`src/inc/scan_port_defines.vh`:
```
// Constants for the boundary-scan test port: instruction codes, widths and timings.
`ifndef SCAN_PORT_DEFINES_VH
`define SCAN_PORT_DEFINES_VH
`define IR_LEN 10
`define ID_LEN 32
`define BSR_LEN_DEFAULT 96
`define IR_CAPTURE 10'h001
`define INS_EXTEST 10'h000
`define INS_SAMPLE 10'h055
`define INS_IDCODE 10'h059
`define INS_USERCODE 10'h007
`define INS_BYPASS 10'h3FF
`define INS_ISP_ENABLE 10'h2CC
`define INS_ISP_DISABLE 10'h201
`define INS_ISP_PROGRAM 10'h2F4
`define INS_ISP_VERIFY 10'h205
`define ISP_STAGE_TIME_US 1000
`define CLOCK_MHZ 25
`define ISP_STAGE_CYCLES (`ISP_STAGE_TIME_US * `CLOCK_MHZ)
`define ISP_DATA_LEN 16
`define ID_VERSION 4'h1
`define ID_PART 16'h1234
`define ID_MAKER 11'h2AA
`define USER_CODE_DEFAULT 32'hFFFFFFFF
`define ST_RESET 4'hF
`define ST_IDLE 4'hC
`define ST_SEL_DR 4'h7
`define ST_CAP_DR 4'h6
`define ST_SH_DR 4'h2
`define ST_EX1_DR 4'h1
`define ST_PA_DR 4'h3
`define ST_EX2_DR 4'h0
`define ST_UP_DR 4'h5
`define ST_SEL_IR 4'h4
`define ST_CAP_IR 4'hE
`define ST_SH_IR 4'hA
`define ST_EX1_IR 4'h9
`define ST_PA_IR 4'hB
`define ST_EX2_IR 4'h8
`define ST_UP_IR 4'hD
`endif

```
`src/core/boundary_scan_test_port.v`:
```
// Boundary-scan test access port: TAP controller, instruction and data registers.
`timescale 1ns/100ps
`include "scan_port_defines.vh"
module boundary_scan_test_port #(
    parameter BSR_LEN = `BSR_LEN_DEFAULT,
    parameter STAGE_CYCLES = `ISP_STAGE_CYCLES,
    parameter [31:0] USER_CODE = `USER_CODE_DEFAULT,
    // Identity fields are arbitrary values, not those of any real part.
    parameter [3:0] ID_VERSION = `ID_VERSION,
    parameter [15:0] ID_PART = `ID_PART,
    parameter [10:0] ID_MAKER = `ID_MAKER
) (
    input wire clock,
    input wire resetn,
    input wire port_enable,
    input wire tck,
    input wire tms,
    input wire tdi,
    output reg tdo,
    output reg tdo_oe,
    input wire [3:0] user_pin_in,
    output reg [3:0] user_pin_out,
    output reg [3:0] user_pin_oe,
    input wire [BSR_LEN-1:0] core_out,
    input wire [BSR_LEN-1:0] pin_in,
    output reg [BSR_LEN-1:0] pin_out,
    output reg [BSR_LEN-1:0] core_in,
    output reg isp_mode,
    output reg isp_busy
);
    localparam [31:0] ID_VALUE = {ID_VERSION, ID_PART, ID_MAKER, 1'b1};
    reg [2:0] tck_s_q, tms_s_q, tdi_s_q;
    reg [3:0] st_q;
    reg [`IR_LEN-1:0] ir_sh_q, ir_q;
    reg [31:0] id_sh_q;
    reg byp_q;
    reg [BSR_LEN-1:0] bsr_sh_q, bsr_up_q;
    reg [`ISP_DATA_LEN-1:0] isp_sh_q;
    reg [31:0] stage_cnt_q;
    reg isp_we_q;
    reg [5:0] isp_addr_q;
    reg port_en_q1, port_en_q2;
    reg [3:0] upin_q1, upin_q2;
    reg [BSR_LEN-1:0] pin_q1, pin_q2;
    wire [`ISP_DATA_LEN-1:0] isp_rd;
    wire rise = tck_s_q[1] & ~tck_s_q[2];
    wire fall = ~tck_s_q[1] & tck_s_q[2];
    wire tms_v = tms_s_q[1];
    wire tdi_v = tdi_s_q[1];

    function [3:0] next_state;
        input [3:0] s;
        input m;
        begin
            case (s)
                `ST_RESET: next_state = m ? `ST_RESET : `ST_IDLE;
                `ST_IDLE: next_state = m ? `ST_SEL_DR : `ST_IDLE;
                `ST_SEL_DR: next_state = m ? `ST_SEL_IR : `ST_CAP_DR;
                `ST_CAP_DR: next_state = m ? `ST_EX1_DR : `ST_SH_DR;
                `ST_SH_DR: next_state = m ? `ST_EX1_DR : `ST_SH_DR;
                `ST_EX1_DR: next_state = m ? `ST_UP_DR : `ST_PA_DR;
                `ST_PA_DR: next_state = m ? `ST_EX2_DR : `ST_PA_DR;
                `ST_EX2_DR: next_state = m ? `ST_UP_DR : `ST_SH_DR;
                `ST_UP_DR: next_state = m ? `ST_SEL_DR : `ST_IDLE;
                `ST_SEL_IR: next_state = m ? `ST_RESET : `ST_CAP_IR;
                `ST_CAP_IR: next_state = m ? `ST_EX1_IR : `ST_SH_IR;
                `ST_SH_IR: next_state = m ? `ST_EX1_IR : `ST_SH_IR;
                `ST_EX1_IR: next_state = m ? `ST_UP_IR : `ST_PA_IR;
                `ST_PA_IR: next_state = m ? `ST_EX2_IR : `ST_PA_IR;
                `ST_EX2_IR: next_state = m ? `ST_UP_IR : `ST_SH_IR;
                `ST_UP_IR: next_state = m ? `ST_SEL_DR : `ST_IDLE;
                default: next_state = `ST_RESET;
            endcase
        end
    endfunction

    function is_isp;
        input [`IR_LEN-1:0] i;
        begin
            is_isp = (i == `INS_ISP_ENABLE) || (i == `INS_ISP_DISABLE) ||
                (i == `INS_ISP_PROGRAM) || (i == `INS_ISP_VERIFY);
        end
    endfunction

    wire sel_bsr = (ir_q == `INS_EXTEST) || (ir_q == `INS_SAMPLE);
    wire sel_id = (ir_q == `INS_IDCODE) || (ir_q == `INS_USERCODE);
    wire sel_isp = (ir_q == `INS_ISP_PROGRAM) || (ir_q == `INS_ISP_VERIFY);

    // Only the second and third stages feed logic, keeping the first stage clean.
    always @(posedge clock) begin
        if (!resetn) begin
            tck_s_q <= 3'h0;
            tms_s_q <= 3'h7;
            tdi_s_q <= 3'h7;
            port_en_q1 <= 1'b0;
            port_en_q2 <= 1'b0;
            upin_q1 <= 4'h0;
            upin_q2 <= 4'h0;
            pin_q1 <= {BSR_LEN{1'b0}};
            pin_q2 <= {BSR_LEN{1'b0}};
        end else begin
            tck_s_q <= {tck_s_q[1:0], tck};
            tms_s_q <= {tms_s_q[1:0], tms};
            tdi_s_q <= {tdi_s_q[1:0], tdi};
            port_en_q1 <= port_enable;
            port_en_q2 <= port_en_q1;
            upin_q1 <= user_pin_in;
            upin_q2 <= upin_q1;
            // Pin levels come from outside this clock, so they settle here before capture.
            pin_q1 <= pin_in;
            pin_q2 <= pin_q1;
        end
    end

    // Controller and data paths advance on the sampled rising edge of the test clock.
    always @(posedge clock) begin
        if (!resetn || !port_en_q2) begin
            st_q <= `ST_RESET;
            ir_q <= `INS_IDCODE;
            ir_sh_q <= {`IR_LEN{1'b0}};
            id_sh_q <= 32'h0;
            byp_q <= 1'b0;
            bsr_sh_q <= {BSR_LEN{1'b0}};
            bsr_up_q <= {BSR_LEN{1'b0}};
            isp_sh_q <= {`ISP_DATA_LEN{1'b0}};
            isp_we_q <= 1'b0;
            isp_addr_q <= 6'h0;
        end else begin
            isp_we_q <= 1'b0;
            if (rise) begin
                st_q <= next_state(st_q, tms_v);
                case (st_q)
                    `ST_RESET: begin
                        ir_q <= `INS_IDCODE;
                    end
                    `ST_CAP_IR: begin
                        ir_sh_q <= `IR_CAPTURE;
                    end
                    `ST_SH_IR: begin
                        ir_sh_q <= {tdi_v, ir_sh_q[`IR_LEN-1:1]};
                    end
                    `ST_UP_IR: begin
                        ir_q <= ir_sh_q;
                    end
                    `ST_CAP_DR: begin
                        byp_q <= 1'b0;
                        if (ir_q == `INS_IDCODE) begin
                            id_sh_q <= ID_VALUE;
                        end else if (ir_q == `INS_USERCODE) begin
                            id_sh_q <= USER_CODE;
                        end
                        if (sel_bsr) begin
                            bsr_sh_q <= (ir_q == `INS_EXTEST) ? pin_q2 : core_out;
                        end
                        if (sel_isp) begin
                            isp_sh_q <= isp_rd;
                        end
                    end
                    `ST_SH_DR: begin
                        byp_q <= tdi_v;
                        id_sh_q <= {tdi_v, id_sh_q[31:1]};
                        if (sel_bsr) begin
                            bsr_sh_q <= {tdi_v, bsr_sh_q[BSR_LEN-1:1]};
                        end
                        if (sel_isp) begin
                            isp_sh_q <= {tdi_v, isp_sh_q[`ISP_DATA_LEN-1:1]};
                        end
                    end
                    `ST_UP_DR: begin
                        if (sel_bsr) begin
                            bsr_up_q <= bsr_sh_q;
                        end
                        if (ir_q == `INS_ISP_PROGRAM) begin
                            isp_we_q <= 1'b1;
                        end
                        if (sel_isp) begin
                            isp_addr_q <= isp_addr_q + 6'h01;
                        end
                    end
                    default: begin
                    end
                endcase
            end
        end
    end

    isp_store #(.AW(6), .DW(`ISP_DATA_LEN)) isp_store_i (
        .clock(clock),
        .wr_en(isp_we_q),
        .addr(isp_addr_q),
        .wr_data(isp_sh_q),
        .rd_data(isp_rd)
    );

    // Programming mode switches at once; busy is then held high for a fixed stage time.
    always @(posedge clock) begin
        if (!resetn) begin
            isp_mode <= 1'b0;
            isp_busy <= 1'b0;
            stage_cnt_q <= 32'h0;
        end else if (stage_cnt_q != 32'h0) begin
            stage_cnt_q <= stage_cnt_q - 32'h1;
            if (stage_cnt_q == 32'h1) begin
                isp_busy <= 1'b0;
            end
        end else if (st_q == `ST_UP_IR && rise && is_isp(ir_sh_q)) begin
            if (ir_sh_q == `INS_ISP_ENABLE && !isp_mode) begin
                isp_mode <= 1'b1;
                isp_busy <= 1'b1;
                stage_cnt_q <= STAGE_CYCLES;
            end else if (ir_sh_q == `INS_ISP_DISABLE && isp_mode) begin
                isp_mode <= 1'b0;
                isp_busy <= 1'b1;
                stage_cnt_q <= STAGE_CYCLES;
            end
        end
    end

    // Output drive: data out changes on every test clock falling edge while the port is enabled; its enable is set only in shift states.
    always @(posedge clock) begin
        if (!resetn) begin
            tdo <= 1'b0;
            tdo_oe <= 1'b0;
            pin_out <= {BSR_LEN{1'b0}};
            core_in <= {BSR_LEN{1'b0}};
            user_pin_out <= 4'h0;
            user_pin_oe <= 4'h0;
        end else begin
            if (!port_en_q2) begin
                tdo_oe <= 1'b0;
            end else if (fall) begin
                tdo_oe <= (st_q == `ST_SH_DR) || (st_q == `ST_SH_IR);
                if (st_q == `ST_SH_IR) begin
                    tdo <= ir_sh_q[0];
                end else if (sel_bsr) begin
                    tdo <= bsr_sh_q[0];
                end else if (sel_id) begin
                    tdo <= id_sh_q[0];
                end else if (sel_isp) begin
                    tdo <= isp_sh_q[0];
                end else begin
                    tdo <= byp_q;
                end
            end
            // Boundary cells only steer pins under external test; otherwise core drives.
            pin_out <= (ir_q == `INS_EXTEST) ? bsr_up_q : core_out;
            core_in <= pin_q2;
            // Released pins carry user signals looped back as plain I/O.
            user_pin_out <= upin_q2;
            user_pin_oe <= port_en_q2 ? 4'h0 : 4'hF;
        end
    end
endmodule

```
`src/core/isp_store.v`:
```
// Small memory holding the in-system programming words, with a registered read port.
`timescale 1ns/100ps
module isp_store #(
    parameter AW = 6,
    parameter DW = 16
) (
    input wire clock,
    input wire wr_en,
    input wire [AW-1:0] addr,
    input wire [DW-1:0] wr_data,
    output reg [DW-1:0] rd_data
);
    reg [DW-1:0] mem [0:(1<<AW)-1];
    always @(posedge clock) begin
        if (wr_en) begin
            mem[addr] <= wr_data;
        end
        rd_data <= mem[addr];
    end
endmodule

```
`config.mk`:
```
export PLATFORM = sky130hd
export DESIGN_NAME = boundary_scan_test_port
export DESIGN_NICKNAME = d
export VERILOG_FILES = /design/src/core/boundary_scan_test_port.v /design/src/core/isp_store.v
export VERILOG_INCLUDE_DIRS = /design/src /design/src/inc
export SDC_FILE = /design/constraint.sdc
export NUM_CORES = 2
export LEC_CHECK = 0
export BUFFER_PORTS_ARGS = -buffer_cell sky130_fd_sc_hd__buf_2
export CORE_UTILIZATION = 52
export CTS_CLUSTER_DIAMETER = 40
export DETAILED_ROUTE_END_ITERATION = 10
export MAX_ROUTING_LAYER = met4
export PLACE_DENSITY_LB_ADDON = 0.08
export SLEW_MARGIN = 20
export SYNTH_ARGS = -nofsm -noshare
export SYNTH_HDL_FRONTEND = slang
export SYNTH_SLANG_ARGS = --single-unit
```
`constraint.sdc`:
```
create_clock -name clock -period 4.6 [get_ports clock]
set_input_delay 0.23 -clock clock [delete_from_list [all_inputs] [get_ports clock]]
set_output_delay 0.23 -clock clock [all_outputs]
set_load 0.01 [all_outputs]
```
* Word-level counts from Yosys, hierarchy flattened
Memories as Yosys holds them, arrays and structs flattened. A register that Yosys moved wholly into a read port is not among the register bits. Cells that the tools add are included.
Word-level totals: memories kept 1, register bits after elaboration 717, input bits 202, word-level logic and storage cells 156, bits in writable memories 1024, output and inout port bits 204
Operators by class: mux-type cells 46, reduce and logical (&&, ||, !) cells 41, eq/ne operators 31, add/sub/neg operators 2, bitwise gates (word level) 7
Memory list:
- isp_store_i.mem | words 64, bits a word 16, rd ports 1, clocked after memory_dff 1, write ports 1, line isp_store.v:13 | reg [DW-1:0] mem [0:(1<<AW)-1];
Operator list (count):
- 2-to-1 mux 96 bit | 4
- 2-to-1 mux 32 bit | 6
- case mux 96 bit (2 select lines) | 1
- case mux 32 bit (2 select lines) | 1
- == test 10 bit (second input constant) | 6
- case mux 4 bit (12 select lines) | 1
- case mux 10 bit (2 select lines) | 2
- == test 32 x 1 -> 1 bit (second input constant) | 1
- == test 4 bit (second input constant) | 8
- 2-to-1 mux 16 bit | 2
- case mux 16 bit (2 select lines) | 1
- nonzero test 32 bit | 1
- subtractor 32 x 1 -> 32 bit (second input constant) | 1
- == test 10 x 7 -> 1 bit (second input constant) | 2
- == test 4 x 3 -> 1 bit (second input constant) | 4
- 2-to-1 mux 1 bit | 15
- AND reduction 3 bit | 5
- 2-to-1 mux 2 bit | 6
- 2-to-1 mux 3 bit | 4
- AND reduction 2 bit | 6
- == test 10 x 3 -> 1 bit (second input constant) | 1
- logical NOT 10 bit | 1
- nonzero test 2 bit | 5
- == test 4 x 2 -> 1 bit (second input constant) | 2
- 17 further kinds | 41

* Depth between registers and ports, before layout
depth after elaboration 7, depth in mapped cells 11, mapped depth without buffers 7

* Modules after synthesis
From an unflattened synthesis, not the netlist that was laid out.
Unflattened totals: cells, all modules 4921, area, all modules 64012.6 um^2
By module, submodules not included:
- isp_store | instances 1, area an instance 39519.2 um^2, seq. area each 31069.8 um^2, cells each 2249
- boundary_scan_test_port | instances 1, area an instance 24493.5 um^2, seq. area each 14293.7 um^2, cells each 2672

* Least setup slack after synthesis
OpenSTA, ideal clock, no wires.
path type reg-to-reg, start register isp_addr_q[2], end memory isp_store_i.mem[4][0] (enable), buffers on the path 6, setup time 0.388 ns, clock period less this slack 3.413 ns, data arrival time 3.025 ns, data required time 4.212 ns, slack 1.187 ns, cell stages (with the launch flop) 9, path through dfxtp_1 -> buf_2 -> clkbuf_1 -> buf_1 -> clkbuf_1 -> clkbuf_1 -> buf_1 -> nand2_1 -> nor2_1
RTL lines:
- start, declared | line boundary_scan_test_port.v:41 | reg [5:0] isp_addr_q;
- start signal, assigned | line boundary_scan_test_port.v:177 | isp_addr_q <= isp_addr_q + 6'h01;
- end, declared | line isp_store.v:13
No word-level cell before the write port.

==> results.toml <==
[status]
status = "complete, no violations"

[cts]
htreeDepth = 4
max-clock-path-buffers = 3
cts_sinks = 1754
clock_latency_ps = 820
holdBufCountCts = 200
cts_buffers = 202
cts_root_buf = "clkbuf_16"
clk_pin_slew_ps = 60
cts-resized-gates = 0
cts_tree = "built"
cts_setup_buffers = 0

[floorplan]
start_util_pct = 52.4
core-area_um2 = 123000
num_rows = 129
die_w_um = 355
die_y_um = 355
dieArea_um2 = 126000
io_pins = 406

[placement]
place_congestion = 0.962
dpl_cell_area_um2 = 69100
post-place-ws_ps = 1420
place_hpwl_mm = 113
numPortBuffers = 405
dp.cells = 6713

[setup_path]
required_ps = 5250
r2r-start = "isp_addr_q[1]$_SDFFE_PN0P_"
path_max_fanout = 38
cpPeakStageDelay_ps = 840
worstSetupEndpointType = "flop"
timing.rr.end = "isp_store_i.rd_data[10]$_DFF_P_"
worstPathArrival_ps = 3970
cp_slowest_cell = "a211oi_1"
crit_path_start_kind = "flop"
r2r_cells = 6
rrSetupSlack_ps = 1280
worstSetupPathType = "reg -> reg"
crit_chain = "nor2_2 > buf_4 > a221oi_1 > o221ai_1 > a211oi_1 > nand4_1"

[layout]
instances_no_fill = 7295
drive_above_1_share_pct = 21.2
syn_to_final_growth_pct = 20.9
fin_area_um2 = 78200
final_core_util_pct = 63.3
nets = 5685

[yosys]
syn_area_um2 = 64700
yosysMostFrequentCell = "edfxtp_1"
async_flop_share_pct = 0
synth_area_leader_cell = "edfxtp_1"
synth_fp_nets = 5033
ys_ff_latch = 1754
yosysUniqueCellTypes = 84
netlist_instances = 4828
syn_area_per_cell_um2 = 13.4
synth_edf_count = 1024
yosys_warnings = 0
synthTopCellsByArea = "edfxtp_1 (48%), dfxtp_1 (23%), nand2_1 (3.6%)"
netlist_top_cells_count = "edfxtp_1 (1024), dfxtp_1 (730), nand2_1 (617)"
synth_top_cell_area_share_pct = 47.6
yosysSeqAreaShare_pct = 70.2
synthFlopType = "edfxtp_1"

[sta]
fin_worst_skew_ps = 37.7
setup_violations = 0
slew_headroom_pct = 15.7
final.setup.tns_ps = 0
final.setup.worst_slack_ps = 1280
whs_ps = 18.7
min_period_ps = 3320
period_share_pct = 72.1
hold_viol = 0
worst_pin_slew_ps = 1260
slew_viol_final = 0
rsz0062_at_grt = "no"
clock.fmax_mhz = 301

[power]
peakVddDrop_v = 0.000609
p_per_area_nw_per_um2 = 449
p_leak_nw = 25.2
total_power_mw = 35.1

[global_routing]
gr-total-overflow = 0
antenna_found_initial = 5
grt_max_degree = 117
grt_usage_pct = 30.3
grt_pass1_wl_mm = 276
grt_pass1_vias = 41800

[route]
ant_nets = 0
drc = 0
drt_iter0_drc = 5020
wirelength_mm = 187
wl_per_cell_um = 25.7
vias_per_cell = 5.92
dr.pass1.iters = 6
vias = 43200

[hold_path]
min-delay-path-class = "in -> reg"
hp-start = "resetn"
hold_end = "stage_cnt_q[3]$_SDFFE_PN0P_"
holdPathStages = 2

[run]
drv_cap = 0
[cells by family after synthesis]
logic type	synth area share, %
xor+xnor	0.135
fa+ha+maj	0.0581
buf+inv	2.15
flops	70.2
mux	6.47
compound gates	10.1
simple gates	11.0
[worst max-delay path: cells and delay by family, from the launching register on]
kind,cells,cell delay (ps)
AO/OA/AOI/OAI,3,1440
flip-flops,1,830
buffers and inverters,1,360
AND/OR/NAND/NOR,2,490
[cells in the final DEF, fill, tap and decap left out, drive strengths merged, types with 27 or more instances in the layout]
cell / n
edfxtp: 1024
dfxtp: 730
nand2: 617
buf: 593
and2: 314
a21oi: 312
clkbuf: 254
dlygate4sd3: 200
nor2: 184
o21ai: 160
mux2: 107
and3: 106
o2bb2ai: 106
mux2i: 97
mux4: 89
a22oi: 83
a221oi: 75
clkinv: 57
a211oi: 43
inv: 38
o22ai: 35
a221o: 31
nand3: 30
bufinv: 27
[cell type report]
cell class,instances,area (um^2)
timing repair buffer,794,5580
fill,9266,45300
clock inverter,126,1520
multi-input combinational,2715,18000
antenna,3,7.51
inverter,13,52.6
clock buffer,253,5540
tap,1637,2050
sequential,1754,45400
[worst max-delay path by stage]
stage | cells after the start | slack, ps | endpoint | start
3_5_place_dp | 6 | 1420 | isp_store_i.rd_data[11]$_DFF_P_ | isp_addr_q[1]$_SDFFE_PN0P_
6_report | 6 | 1280 | isp_store_i.rd_data[10]$_DFF_P_ | isp_addr_q[1]$_SDFFE_PN0P_
4_1_cts | 6 | 1390 | isp_store_i.rd_data[13]$_DFF_P_ | isp_addr_q[2]$_SDFFE_PN0P_
5_1_grt | 7 | 1270 | isp_store_i.rd_data[14]$_DFF_P_ | isp_addr_q[1]$_SDFFE_PN0P_
2_1_floorplan | 8 | 1190 | isp_store_i.mem[4][0]$_DFFE_PP_ | isp_addr_q[2]$_SDFFE_PN0P_
3_3_place_gp | 6 | 1410 | isp_store_i.rd_data[11]$_DFF_P_ | isp_addr_q[1]$_SDFFE_PN0P_
[power breakdown]
part / total, mW / internal (mW) / switching (mW)
clock: 16.7 / 10.1 / 6.55
sequential: 16.8 / 16.7 / 0.160
combinational: 1.60 / 0.718 / 0.880
total: 35.1 / 27.5 / 7.59
[sequential cells by signal (all words and copies together), names as in the netlist, 32 cells and up]
signal / count
pin_q2: 96
core_in: 96
stage_cnt_q: 32
bsr_sh_q: 96
isp_store_i.mem: 1024
id_sh_q: 32
pin_q1: 96
pin_out: 96
bsr_up_q: 96
[layer usage]
layer  track usage (%)  wire length [um]  vias up
li1                  -                 -    19300
met5                 -                 0        -
met4              13.5              8590        0
met3              5.87             16100      485
met1              39.6             76200    21300
met2              46.0             86300     2043
Note: power is estimated with default switching activity, not from simulation.
